### config.mk
export PLATFORM = sky130hd
export DESIGN_NAME = acs_sequencer
export DESIGN_NICKNAME = d
export VERILOG_FILES = /design/src/logic/acs_clk_select.v /design/src/logic/acs_sequencer.v
export VERILOG_INCLUDE_DIRS = /design/src /design/src/shared
export SDC_FILE = /design/constraint.sdc
export NUM_CORES = 1
export LEC_CHECK = 0
export BUFFER_PORTS_ARGS = -buffer_cell sky130_fd_sc_hd__buf_2
export CAP_MARGIN = 10
export CORE_MARGIN = 1.5
export CORE_UTILIZATION = 50
export CTS_BUF_LIST = sky130_fd_sc_hd__clkbuf_16
export CTS_CLUSTER_DIAMETER = 50
export CTS_CLUSTER_SIZE = 25
export DETAILED_ROUTE_END_ITERATION = 10
export PLACE_DENSITY = 0.78
export SYNTH_ARGS = -nofsm -noshare
export SYNTH_HDL_FRONTEND = slang
export SYNTH_SLANG_ARGS = --single-unit
### constraint.sdc
create_clock -name clk_in -period 4.5 [get_ports clk_in]
set_input_delay 0.45 -clock clk_in [delete_from_list [all_inputs] [get_ports clk_in]]
set_output_delay 0.45 -clock clk_in [all_outputs]
set_load 0.03 [all_outputs]
### src/shared/acs_defs.vh
// Constants for the conversion sequencer: state codes, mode codes, times and counts.
// Assumes a 40 MHz system clock; times are in nanoseconds, counts derive from them.
`ifndef ACS_DEFS_VH
`define ACS_DEFS_VH

// ==========================================================
// Clock
`define ACS_CLK_NS 25

// ==========================================================
// Sequencer states
`define ACS_ST_POR 2'h0
`define ACS_ST_CONV 2'h1
`define ACS_ST_SLEEP 2'h2
`define ACS_ST_OUT 2'h3

// ==========================================================
// Line rejection modes
`define ACS_REJ_5060 2'h0
`define ACS_REJ_60 2'h1
`define ACS_REJ_50 2'h2
`define ACS_REJ_DEFAULT 2'h0

// ==========================================================
// Conversion times on the internal oscillator
`define ACS_CONV60_1X_NS 133000000
`define ACS_CONV50_1X_NS 160000000
`define ACS_CONV5060_1X_NS 147000000
`define ACS_CONV60_2X_NS 67000000
`define ACS_CONV50_2X_NS 80000000
`define ACS_CONV5060_2X_NS 73600000

// Conversion length in external clock periods
`define ACS_EXT_CONV_1X 24'hA04C
`define ACS_EXT_CONV_2X 24'h504C
// External clock periods per filter rejection frame
`define ACS_EXT_FILT_DIV 13'h1400

// ==========================================================
// Data output
`define ACS_WORD_BITS 5'h18
`define ACS_OUT_LIMIT_NS 620000
`define ACS_INT_SCK_HALVES 48
`define ACS_EXT_SCK_HALF_TICKS 3'h4

// ==========================================================
// Power-on reset and clock detection
`define ACS_POR_NS 4000000
`define ACS_EXT_MIN_PERIOD_NS 100000
`define ACS_EXT_TIMEOUT_NS 200000

`endif

### src/logic/acs_clk_select.v
// Conversion clock source selection: detects an external clock on the frequency pin.
// Assumes freq_sel_in is sampled synchronously to clk_in, which runs much faster.
`timescale 1ns/1ps
`default_nettype none
`include "acs_defs.vh"

module acs_clk_select #(
    parameter TIMEOUT_CYC = (`ACS_EXT_TIMEOUT_NS + `ACS_CLK_NS - 1) / `ACS_CLK_NS
) (
    input wire clk_in,
    input wire sys_rst_in,
    input wire freq_sel_in,
    output reg ext_sel_q,
    output reg ext_tick_q,
    output reg src_change_q
);

    reg pin_prev_q;
    reg seen_edge_q;
    reg [15:0] gap_cnt_q;
    wire pin_rise;
    wire timed_out;

    assign pin_rise = freq_sel_in & ~pin_prev_q;
    assign timed_out = (gap_cnt_q >= TIMEOUT_CYC[15:0]);

    // ==========================================================
    // Edge detection and presence decision
    // Two edges within the timeout are needed before switching, so a single
    // strap change on the pin never counts as a clock.
    always @(posedge clk_in) begin
        if (sys_rst_in) begin
            pin_prev_q <= 1'b0;
            seen_edge_q <= 1'b0;
            gap_cnt_q <= 16'h0000;
            ext_sel_q <= 1'b0;
            ext_tick_q <= 1'b0;
            src_change_q <= 1'b0;
        end else begin
            pin_prev_q <= freq_sel_in;
            src_change_q <= 1'b0;
            // Ticks pass only whole and only from the selected source
            ext_tick_q <= pin_rise & ext_sel_q;
            if (pin_rise) begin
                gap_cnt_q <= 16'h0000;
                seen_edge_q <= 1'b1;
                if (seen_edge_q && !ext_sel_q) begin
                    ext_sel_q <= 1'b1;
                    src_change_q <= 1'b1;
                end
            end else if (timed_out) begin
                seen_edge_q <= 1'b0;
                if (ext_sel_q) begin
                    ext_sel_q <= 1'b0;
                    src_change_q <= 1'b1;
                end
            end else begin
                gap_cnt_q <= gap_cnt_q + 16'h0001;
            end
        end
    end

endmodule // acs_clk_select

`default_nettype wire

### src/logic/acs_sequencer.v
// Conversion sequencer: power-on reset, conversion timing, sleep and serial data output.
// Assumes all inputs are synchronous to clk_in; the modulator result arrives on result_in.
`timescale 1ns/1ps
`default_nettype none
`include "acs_defs.vh"

module acs_sequencer #(
    parameter POR_CYC = (`ACS_POR_NS + `ACS_CLK_NS - 1) / `ACS_CLK_NS,
    parameter CONV60_1X_CYC = (`ACS_CONV60_1X_NS + `ACS_CLK_NS - 1) / `ACS_CLK_NS,
    parameter CONV50_1X_CYC = (`ACS_CONV50_1X_NS + `ACS_CLK_NS - 1) / `ACS_CLK_NS,
    parameter CONV5060_1X_CYC = (`ACS_CONV5060_1X_NS + `ACS_CLK_NS - 1) / `ACS_CLK_NS,
    parameter CONV60_2X_CYC = (`ACS_CONV60_2X_NS + `ACS_CLK_NS - 1) / `ACS_CLK_NS,
    parameter CONV50_2X_CYC = (`ACS_CONV50_2X_NS + `ACS_CLK_NS - 1) / `ACS_CLK_NS,
    parameter CONV5060_2X_CYC = (`ACS_CONV5060_2X_NS + `ACS_CLK_NS - 1) / `ACS_CLK_NS,
    parameter EXT_TIMEOUT_CYC = (`ACS_EXT_TIMEOUT_NS + `ACS_CLK_NS - 1) / `ACS_CLK_NS
) (
    input wire clk_in,
    input wire sys_rst_in,
    input wire supply_low_in,
    input wire freq_sel_in,
    input wire cfg_wr_in,
    input wire [1:0] cfg_rej_in,
    input wire cfg_speed_2x_in,
    input wire [2:0] cfg_gain_in,
    input wire cfg_im_in,
    input wire result_sign_in,
    input wire [16:0] result_in,
    input wire cs_n_in,
    input wire sck_in,
    output reg [1:0] state_out,
    output reg int_osc_en_out,
    output reg ext_clk_active_out,
    output reg cal_offset_out,
    output reg conv_done_out,
    output reg result_suspect_out,
    output reg filt_frame_out,
    output reg sdo_out,
    output reg sdo_oe_out,
    output reg sck_out,
    output reg sck_oe_out
);

    // Half period of the generated serial clock on the internal oscillator
    localparam INT_SCK_HALF_CYC = (`ACS_OUT_LIMIT_NS / `ACS_INT_SCK_HALVES) / `ACS_CLK_NS;

    reg [1:0] state_q;
    reg [21:0] por_cnt_q;
    reg [1:0] rej_q;
    reg speed_2x_q;
    reg [1:0] conv_rej_q;
    reg conv_2x_q;
    reg conv_ext_q;
    reg [23:0] conv_cnt_q;
    reg [23:0] conv_len;
    reg [12:0] frame_cnt_q;
    reg suspect_q;
    reg [23:0] word_q;
    reg [4:0] bits_left_q;
    reg ext_sck_mode_q;
    reg cs_prev_q;
    reg sck_prev_q;
    reg [9:0] half_cnt_q;
    reg int_sck_q;
    reg out_done;
    reg shift_now;
    wire ext_sel;
    wire ext_tick;
    wire src_change;
    wire cs_fall;
    wire cs_rise;
    wire sck_fall;
    wire half_due;
    wire conv_step;
    wire conv_end;

    // ==========================================================
    // Conversion clock source
    acs_clk_select #(
        .TIMEOUT_CYC(EXT_TIMEOUT_CYC)
    ) u_clk_select (
        .clk_in(clk_in),
        .sys_rst_in(sys_rst_in | supply_low_in),
        .freq_sel_in(freq_sel_in),
        .ext_sel_q(ext_sel),
        .ext_tick_q(ext_tick),
        .src_change_q(src_change)
    );

    // Pin edges; inputs are already synchronous so no synchroniser stage
    assign cs_fall = ~cs_n_in & cs_prev_q;
    assign cs_rise = cs_n_in & ~cs_prev_q;
    assign sck_fall = ~sck_in & sck_prev_q;

    // Internal oscillator counts every cycle, external mode counts its ticks
    assign conv_step = conv_ext_q ? ext_tick : 1'b1;
    assign conv_end = conv_step && (conv_cnt_q + 24'h000001 >= conv_len);

    // Half-period of the generated serial clock comes from whichever source is live
    assign half_due = ext_sel ? (ext_tick && (half_cnt_q[2:0] + 3'h1 >= `ACS_EXT_SCK_HALF_TICKS))
                              : (half_cnt_q + 10'h001 >= INT_SCK_HALF_CYC[9:0]);

    // ==========================================================
    // Conversion length by source and speed, and by rejection mode on the internal oscillator
    always @* begin
        conv_len = CONV5060_1X_CYC[23:0];
        if (conv_ext_q) begin
            conv_len = conv_2x_q ? `ACS_EXT_CONV_2X : `ACS_EXT_CONV_1X;
        end else if (conv_2x_q) begin
            case (conv_rej_q)
                `ACS_REJ_60: conv_len = CONV60_2X_CYC[23:0];
                `ACS_REJ_50: conv_len = CONV50_2X_CYC[23:0];
                default: conv_len = CONV5060_2X_CYC[23:0];
            endcase
        end else begin
            case (conv_rej_q)
                `ACS_REJ_60: conv_len = CONV60_1X_CYC[23:0];
                `ACS_REJ_50: conv_len = CONV50_1X_CYC[23:0];
                default: conv_len = CONV5060_1X_CYC[23:0];
            endcase
        end
    end

    // ==========================================================
    // Serial shift decision for the current cycle
    // Internal mode shifts on the falling half of the generated clock;
    // external mode shifts on the host's falling edge.
    always @* begin
        shift_now = 1'b0;
        if (state_q == `ACS_ST_OUT && !cs_n_in) begin
            if (ext_sck_mode_q) begin
                shift_now = sck_fall;
            end else begin
                shift_now = half_due && int_sck_q;
            end
        end
        out_done = shift_now && (bits_left_q == 5'h01);
    end

    // ==========================================================
    // Main sequencer
    // Supply-low and system reset both clear everything; the power-on count
    // then runs before the first conversion.
    always @(posedge clk_in) begin
        if (sys_rst_in || supply_low_in) begin
            state_q <= `ACS_ST_POR;
            por_cnt_q <= 22'h000000;
            rej_q <= `ACS_REJ_DEFAULT;
            speed_2x_q <= 1'b0;
            conv_rej_q <= `ACS_REJ_DEFAULT;
            conv_2x_q <= 1'b0;
            conv_ext_q <= 1'b0;
            conv_cnt_q <= 24'h000000;
            frame_cnt_q <= 13'h0000;
            suspect_q <= 1'b0;
            word_q <= 24'hFFFFFF;
            bits_left_q <= 5'h00;
            ext_sck_mode_q <= 1'b1;
            cs_prev_q <= 1'b1;
            sck_prev_q <= 1'b0;
            half_cnt_q <= 10'h000;
            int_sck_q <= 1'b1;
        end else begin
            cs_prev_q <= cs_n_in;
            sck_prev_q <= sck_in;
            // Configuration is held here and only taken at a conversion start
            if (cfg_wr_in) begin
                rej_q <= cfg_rej_in;
                speed_2x_q <= cfg_speed_2x_in;
            end
            // Serial clock mode is picked on every chip select falling edge
            if (cs_fall) begin
                ext_sck_mode_q <= ~sck_in;
            end
            case (state_q)
                `ACS_ST_POR: begin
                    if (por_cnt_q + 22'h000001 >= POR_CYC[21:0]) begin
                        state_q <= `ACS_ST_CONV;
                        conv_rej_q <= cfg_wr_in ? cfg_rej_in : rej_q;
                        conv_2x_q <= cfg_wr_in ? cfg_speed_2x_in : speed_2x_q;
                        conv_ext_q <= ext_sel;
                        conv_cnt_q <= 24'h000000;
                        frame_cnt_q <= 13'h0000;
                        suspect_q <= 1'b0;
                    end else begin
                        por_cnt_q <= por_cnt_q + 22'h000001;
                    end
                end
                `ACS_ST_CONV: begin
                    if (src_change) begin
                        // Retime in the new source's units; only this result is flagged
                        suspect_q <= 1'b1;
                        conv_ext_q <= ext_sel;
                        conv_cnt_q <= 24'h000000;
                    end else if (conv_end) begin
                        // Result goes straight into the output word, EOC low
                        word_q <= {1'b0, 1'b0, result_sign_in, result_in, cfg_gain_in, cfg_im_in};
                        bits_left_q <= `ACS_WORD_BITS;
                        state_q <= `ACS_ST_SLEEP;
                    end else if (conv_step) begin
                        conv_cnt_q <= conv_cnt_q + 24'h000001;
                    end
                    // Filter frame boundaries in external clock mode
                    if (conv_ext_q && ext_tick) begin
                        if (frame_cnt_q + 13'h0001 >= `ACS_EXT_FILT_DIV) begin
                            frame_cnt_q <= 13'h0000;
                        end else begin
                            frame_cnt_q <= frame_cnt_q + 13'h0001;
                        end
                    end
                end
                `ACS_ST_SLEEP: begin
                    // Source changes here need no action
                    if (!cs_n_in) begin
                        state_q <= `ACS_ST_OUT;
                        half_cnt_q <= 10'h000;
                        int_sck_q <= 1'b1;
                    end
                end
                default: begin
                    if (cs_n_in) begin
                        // Early chip select release drops the rest of the word
                        state_q <= `ACS_ST_CONV;
                        conv_rej_q <= rej_q;
                        conv_2x_q <= speed_2x_q;
                        conv_ext_q <= ext_sel;
                        conv_cnt_q <= 24'h000000;
                        frame_cnt_q <= 13'h0000;
                        suspect_q <= 1'b0;
                        word_q <= 24'hFFFFFF;
                        bits_left_q <= 5'h00;
                    end else begin
                        if (!ext_sck_mode_q) begin
                            // Counter restarts per half; a source swap only stretches one half
                            if (half_due) begin
                                half_cnt_q <= 10'h000;
                                int_sck_q <= ~int_sck_q;
                            end else if (!ext_sel || ext_tick) begin
                                half_cnt_q <= half_cnt_q + 10'h001;
                            end
                        end
                        if (out_done) begin
                            // Word complete: next conversion begins, line goes high
                            state_q <= `ACS_ST_CONV;
                            conv_rej_q <= rej_q;
                            conv_2x_q <= speed_2x_q;
                            conv_ext_q <= ext_sel;
                            conv_cnt_q <= 24'h000000;
                            frame_cnt_q <= 13'h0000;
                            suspect_q <= 1'b0;
                            word_q <= 24'hFFFFFF;
                            bits_left_q <= 5'h00;
                        end else if (shift_now) begin
                            word_q <= {word_q[22:0], 1'b1};
                            bits_left_q <= bits_left_q - 5'h01;
                        end
                    end
                end
            endcase
        end
    end

    // ==========================================================
    // Registered outputs
    // Calibration sits inside the conversion window, so the host sees the
    // same convert, sleep and output sequence either way.
    always @(posedge clk_in) begin
        if (sys_rst_in || supply_low_in) begin
            state_out <= `ACS_ST_POR;
            int_osc_en_out <= 1'b1;
            ext_clk_active_out <= 1'b0;
            cal_offset_out <= 1'b0;
            conv_done_out <= 1'b0;
            result_suspect_out <= 1'b0;
            filt_frame_out <= 1'b0;
            sdo_out <= 1'b1;
            sdo_oe_out <= 1'b0;
            sck_out <= 1'b1;
            sck_oe_out <= 1'b0;
        end else begin
            state_out <= state_q;
            int_osc_en_out <= ~ext_sel;
            ext_clk_active_out <= ext_sel;
            // First half of a 1x cycle is the offset pass; 2x skips it
            cal_offset_out <= (state_q == `ACS_ST_CONV) && !conv_2x_q
                              && (conv_cnt_q < {1'b0, conv_len[23:1]});
            conv_done_out <= (state_q == `ACS_ST_CONV) && !src_change && conv_end;
            if (state_q == `ACS_ST_CONV && !src_change && conv_end) begin
                result_suspect_out <= suspect_q;
            end
            filt_frame_out <= (state_q == `ACS_ST_CONV) && conv_ext_q && ext_tick
                              && (frame_cnt_q + 13'h0001 >= `ACS_EXT_FILT_DIV);
            // Line is high through conversion (EOC), then shows the word
            if (state_q == `ACS_ST_CONV || state_q == `ACS_ST_POR) begin
                sdo_out <= 1'b1;
            end else begin
                sdo_out <= word_q[23];
            end
            sdo_oe_out <= ~cs_n_in;
            sck_out <= (state_q == `ACS_ST_OUT && !ext_sck_mode_q) ? int_sck_q : 1'b1;
            sck_oe_out <= (state_q == `ACS_ST_OUT) && !ext_sck_mode_q && !cs_n_in;
        end
    end

endmodule // acs_sequencer

`default_nettype wire

Yosys cells after proc, flatten, opt, wreduce, memory -nomap -nowiden:

Cells that the tools add are included.

* register bits: 145
* input port bits: 32
* word-level logic and storage cells: 208
* output and inout port bits: 12

* add/sub/neg operators: 7
* multiplexer cells: 80
* $lt $le $gt $ge: 7
* reductions and logical operators: 48
* equality and inequality tests: 16
* bitwise gates (word level): 16

Operators with widths (count)
* two-way mux 24 bit: 13
* one-hot mux 24 bit (3 select lines): 1
* two-way mux 13 bit: 5
* two-way mux 10 bit: 5
* one-hot mux 24 bit (2 select lines): 1
* one-hot mux 22 bit (2 select lines): 1
* one-hot mux 21 bit (2 select lines): 1
* one-hot mux 13 bit (3 select lines): 1
* two-way mux 1 bit: 28
* two-way mux 5 bit: 5
* adder 24 x 1 -> 24 bit, second input constant: 1
* >= comparator 24 bit: 1
* less-than comparator 24 x 23 -> 1 bit: 1
* adder 22 x 1 -> 22 bit, second input constant: 1
* >= comparator 22 x 18 -> 1 bit, second input constant: 1
* two-way mux 2 bit: 10
* one-hot mux 10 bit (2 select lines): 1
* AND reduction 4 bit: 5
* adder 16 x 1 -> 16 bit, second input constant: 1
* >= comparator 16 x 13 -> 1 bit, second input constant: 1
* logical AND 1 bit: 16
* two-way mux 16 bit: 1
* adder 13 x 1 -> 13 bit, second input constant: 1
* >= comparator 13 bit, second input constant: 1
* other kinds (30): 71

Longest topological paths before layout:

* depth in word-level cells: 11
* depth in mapped cells: 18
* mapped depth without buffers: 15

Cells and area by module:

A second synthesis with hierarchy kept.

* cells, all modules: 1026
* area total of the unflattened synthesis: 8400.6 um^2

Modules (own cells, without submodules)
* acs_sequencer: area each 7495.9 um^2, sequential area each 2482.4 um^2, times used 1, cells an instance 929
* acs_clk_select: area each 904.6 um^2, sequential area each 420.4 um^2, times used 1, cells an instance 97

Least setup slack after synthesis:

No wires, ideal clock.

* path kind: flip-flop to flip-flop
* start: register conv_cnt_q[2]
* end: register conv_cnt_q[12]
* slack: 642 ps
* arrival: 3788 ps
* period minus slack after synthesis: 3858 ps
* required time: 4430 ps
* setup time: 70 ps
* cell stages (with the launch flop): 18
* path buffers: 3
* cells stage by stage: dfxtp_1 buf_2 nand3_4 nor4_1 nand4_1 xnor2_1 ha_1 a21o_1 a21o_1 a211o_1 a211oi_1 o211ai_1 o21a_1 nor3_2 buf_2 buf_4 nand3_1 a21oi_1

* word-level cells in the longest chain between the ends: 5
* elaborated cells between the ends (all ways): 9
* classes of those cells: 1 x add/sub; 1 x order compare; 1 x eq/ne; 4 x mux; 2 x reduce/logical

RTL lines
* start: declaration: line acs_sequencer.v:53 `reg [23:0] conv_cnt_q;`
* start signal: assignment: line acs_sequencer.v:200 `conv_cnt_q <= conv_cnt_q + 24'h000001;`
* adder 24 x 1 -> 24 bit *: line acs_sequencer.v:96, acs_sequencer.v:200
* >= comparator 24 bit or two-way mux 24 bit (tied branches): line acs_sequencer.v:96, acs_sequencer.v:199
* logical AND 1 bit or two-way mux 24 bit (tied branches): line acs_sequencer.v:96, acs_sequencer.v:194
* != test 3 x 2 -> 1 bit (no line) or two-way mux 24 bit (tied branches)
* AND reduction 5 bit (no line) or one-hot mux 24 bit (3 select lines) (tied branches)

Every way passes the cells marked *; elsewhere a longest branch is shown, timed or not. The select of a mux whose other input is x is not followed.
A chain may end at the register's enable or synchronous reset.

Worst setup path in the final report:

* start: register conv_cnt_q[1]
* end: register conv_cnt_q[18]

The elaborated chain is that of the path after synthesis.

==> results.toml <==
[power]
max-vdd-ir-drop_v = 0.0002825
powerDensity_nw_per_um2 = 293.5
leakagePower_nw = 3.470
total_power_w = 0.002749

[cts]
cts-root-buf = "clkbuf_16"
cts_made_buffers = 17
clkSinkCount = 145
post-cts-setup-buffers = 0
cts_tree = "built"
h-tree-depth = 4
cts.repair.resized = 0
clockBufferDepth = 2
clk_pin_slew_ns = 0.06
clk_latency_ns = 0.42
postCtsHoldBufs = 0

[synthesis]
ys.warnings.count = 0
synthAdderAreaFrac_pct = 7.319
synth_top_family_by_area = "simple AND/OR/NAND/NOR gates"
ys_ff_latch = 145
yosys.area.top_type = "dfxtp_1"
synth_compound_area_share_pct = 18.37
syn_area_um2 = 8377
muxShareOfSynthArea_pct = 2.091
synth_cell_types = 74
syn-instance-count = 1044
yosysTopAreaCellShare_pct = 34.65
synth_seq_area_share_pct = 34.65
synthArstFlopShare_pct = 0
synthSimpleGateAreaFrac_pct = 27.50
syn_avg_cell_area_um2 = 8.024
syn-num-nets = 1125
synthXorXnorAreaFrac_pct = 5.541
synth_top_cells_by_area = "dfxtp_1, ha_1, nor2_1, o21ai_0, nand2_1"
synthFlopType = "dfxtp_1"
synth_edf_count = 0

[drt]
post_drt_wl_per_cell_um = 15.19
drc = 0
route.vias.total = 7587
first_pass_iters = 5
vias_per_cell = 5.868
routed_wl_um = 19640
drt.antenna.violating_nets = 0
drt_iter0_drc = 555

[critical_path]
crit_type = "reg2reg"
r2r_setup_slack_ns = 0.34
crit_path_start_kind = "flip-flop"
arrival_ns = 4.51
rr_worst_depth = 17
cp.required_ns = 4.85
worstPathMaxFanout = 10
timing.rr.start = "conv_cnt_q[1]"
r2r-end = "conv_cnt_q[18]"
cp-end-kind = "flip-flop"

[place]
pre_cts_ws_ns = 0.1703
finalWeightedCongestion = 0.8934
placed_area_um2 = 8753
io_buffers = 43
dp_hpwl_um = 13180

[worst_hold_path]
hold_class = "in2reg"
min_from = "freq_sel_in"
min_to = "u_clk_select.pin_prev_q"
hold-path-cell-count = 2

[finish]
syn2layout_area_growth_pct = 11.83
insertedDiodeCount = 0
final_nets = 1144
fin_area_um2 = 9368
drive_gt1_share_pct = 11.28
fin_util_pct = 56.89

[timing]
fin_worst_skew_ns = 0.009061
setup_viol_count_final = 0
tns_ns = 0
fin_ws_ns = 0.3440
worst_pin_slew_ns = 0.8999
fin_crit_sh_pct = 92.36
rsz0062_at_grt = "true"
fin_crit_ns = 4.156
maxSlewViolCount = 0
hold_viol = 0
relSlewSlack_pct = 39.85
fmaxAchievable_mhz = 240.6

[grt]
grt_pass1_wl_um = 32570
antenna_found_initial = 0
grt-ovfl-total = 0
grt_pass1_vias = 7055
grtUsageTotal_pct = 22.36
grt_max_degree = 66

[floorplanning]
core-area_um2 = 16470
die_x_um = 132.4
rows = 47
die_area_um2 = 17540
die_height_um = 132.4
pin_count = 44
start_util_pct = 50.87

[outcome]
status = "finished clean"

[job]
cap_violations = 0
worst max-delay path, cell delays in order (launching register included):
cell      delay, ns
dfxtp_1        0.44
ha_1           0.37
nand3_1        0.15
nor3_1         0.22
buf_4          0.19
nand2_1        0.08
xnor2_1        0.21
ha_1           0.28
nand3_1        0.12
nor2_1         0.06
mux2_2         0.26
o21ai_0        0.23
o211ai_1       0.20
o21a_2         0.33
nor3_2         0.18
buf_4          0.19
or4b_1         0.43
a21oi_1        0.14
layout make-up:
class / count / area (µm²)
clock buffers: 17 / 425.4
well taps: 220 / 275.3
fillers: 1471 / 7098
flip-flops and latches: 145 / 2903
multi-input cells: 807 / 5156
repair buffers: 60 / 342.8
inverters: 32 / 120.1
clock inverters: 12 / 145.1
cell families (layout without fill, tap and decap cells):
logic type               Yosys count  after routing
XOR/XNOR                          53             53
AND/OR/NAND/NOR                  442            442
flip-flops                       145            145
AO/OA/AOI/OAI                    245            246
buffers and inverters             93            121
adder cells (fa/ha/maj)           49             49
multiplexers                      17             17
through the flow:
| step | std cells | hold slack (ns) |
|---|---|---|
| floorplan | 1044 | 0.4163 |
| global placement | 1263 | 0.4495 |
| detailed placement | 1263 | 0.4482 |
| CTS | 1292 | 0.2608 |
| global route | 1293 | 0.2830 |
| finish | 1293 | 0.2736 |
worst max path at each step:
stage | startpoint | end | cells after the start
after floorplan | conv_cnt_q[2] | conv_cnt_q[12] | 17
after global placement | conv_cnt_q[10] | word_q[21] | 14
after detailed placement | conv_cnt_q[10] | word_q[21] | 14
after CTS | conv_cnt_q[10] | word_q[21] | 14
after global routing | conv_cnt_q[1] | conv_cnt_q[18] | 16
final | conv_cnt_q[1] | conv_cnt_q[18] | 17
routing by layer:
layer	up-vias	global-route usage [%]	wire, µm
met3	28	4.368	838
met1	3573	29.14	9210
li1	3830	-	-
met2	156	37.29	9262
met5	-	0	0
met4	0	7.387	323
Yosys cell counts, types with 29 or more instances:
master	instances
a31oi_1	29
nand3_1	47
o21ai_0	78
nor3_1	38
dfxtp_1	145
nor2_1	107
a21oi_1	55
ha_1	49
clkbuf_1	39
nand2_1	85
inv_1	31
xor2_1	34
flip-flops by register name, summed over array words and instances, names as in the netlist, 2 cells and up:
| signal | count |
|---|---|
| half_cnt_q | 10 |
| frame_cnt_q | 13 |
| word_q | 24 |
| conv_cnt_q | 24 |
| conv_rej_q | 2 |
| state_q | 2 |
| u_clk_select.gap_cnt_q | 16 |
| por_cnt_q | 22 |
| rej_q | 2 |
| state_out | 2 |
| bits_left_q | 5 |
cells in the final DEF (no fill, tap or decap), types with 6 or more instances in the layout:
| cell type | Yosys | routed |
|---|---|---|
| or2_2 | 7 | 6 |
| a21o_1 | 6 | 6 |
| a32o_1 | 6 | 6 |
| dfxtp_1 | 145 | 145 |
| nand4_1 | 26 | 26 |
| nor3b_1 | 9 | 9 |
| nor4_1 | 11 | 11 |
| xnor2_1 | 19 | 19 |
| buf_4 | 2 | 17 |
| and2_1 | 13 | 13 |
| nand2_1 | 85 | 85 |
| a21oi_1 | 55 | 55 |
| o211ai_1 | 8 | 8 |
| nor3_1 | 38 | 37 |
| nor2_1 | 107 | 106 |
| nand4b_1 | 6 | 6 |
| inv_1 | 31 | 32 |
| nand2b_1 | 11 | 11 |
| o21ai_0 | 78 | 78 |
| buf_2 | 17 | 43 |
| o21ai_1 | 8 | 8 |
| nand3_1 | 47 | 46 |
| and3_1 | 18 | 18 |
| a211oi_1 | 9 | 8 |
| ha_1 | 49 | 49 |
| nor2b_1 | 8 | 8 |
| or3_1 | 27 | 27 |
| a211o_1 | 6 | 6 |
| clkbuf_16 | 0 | 17 |
| a31oi_1 | 29 | 29 |
| mux2i_1 | 13 | 13 |
| xor2_1 | 34 | 34 |
power by group:
part / switching, W / leakage, nW / internal (W)
Clock: 0.000537 / 0.279 / 0.000856
Sequential: 0.00000341 / 1.17 / 0.00129
Combinational: 0.0000432 / 2.02 / 0.0000211
Total: 0.000583 / 3.47 / 0.00217
Note: power is estimated with default switching activity, not from simulation.
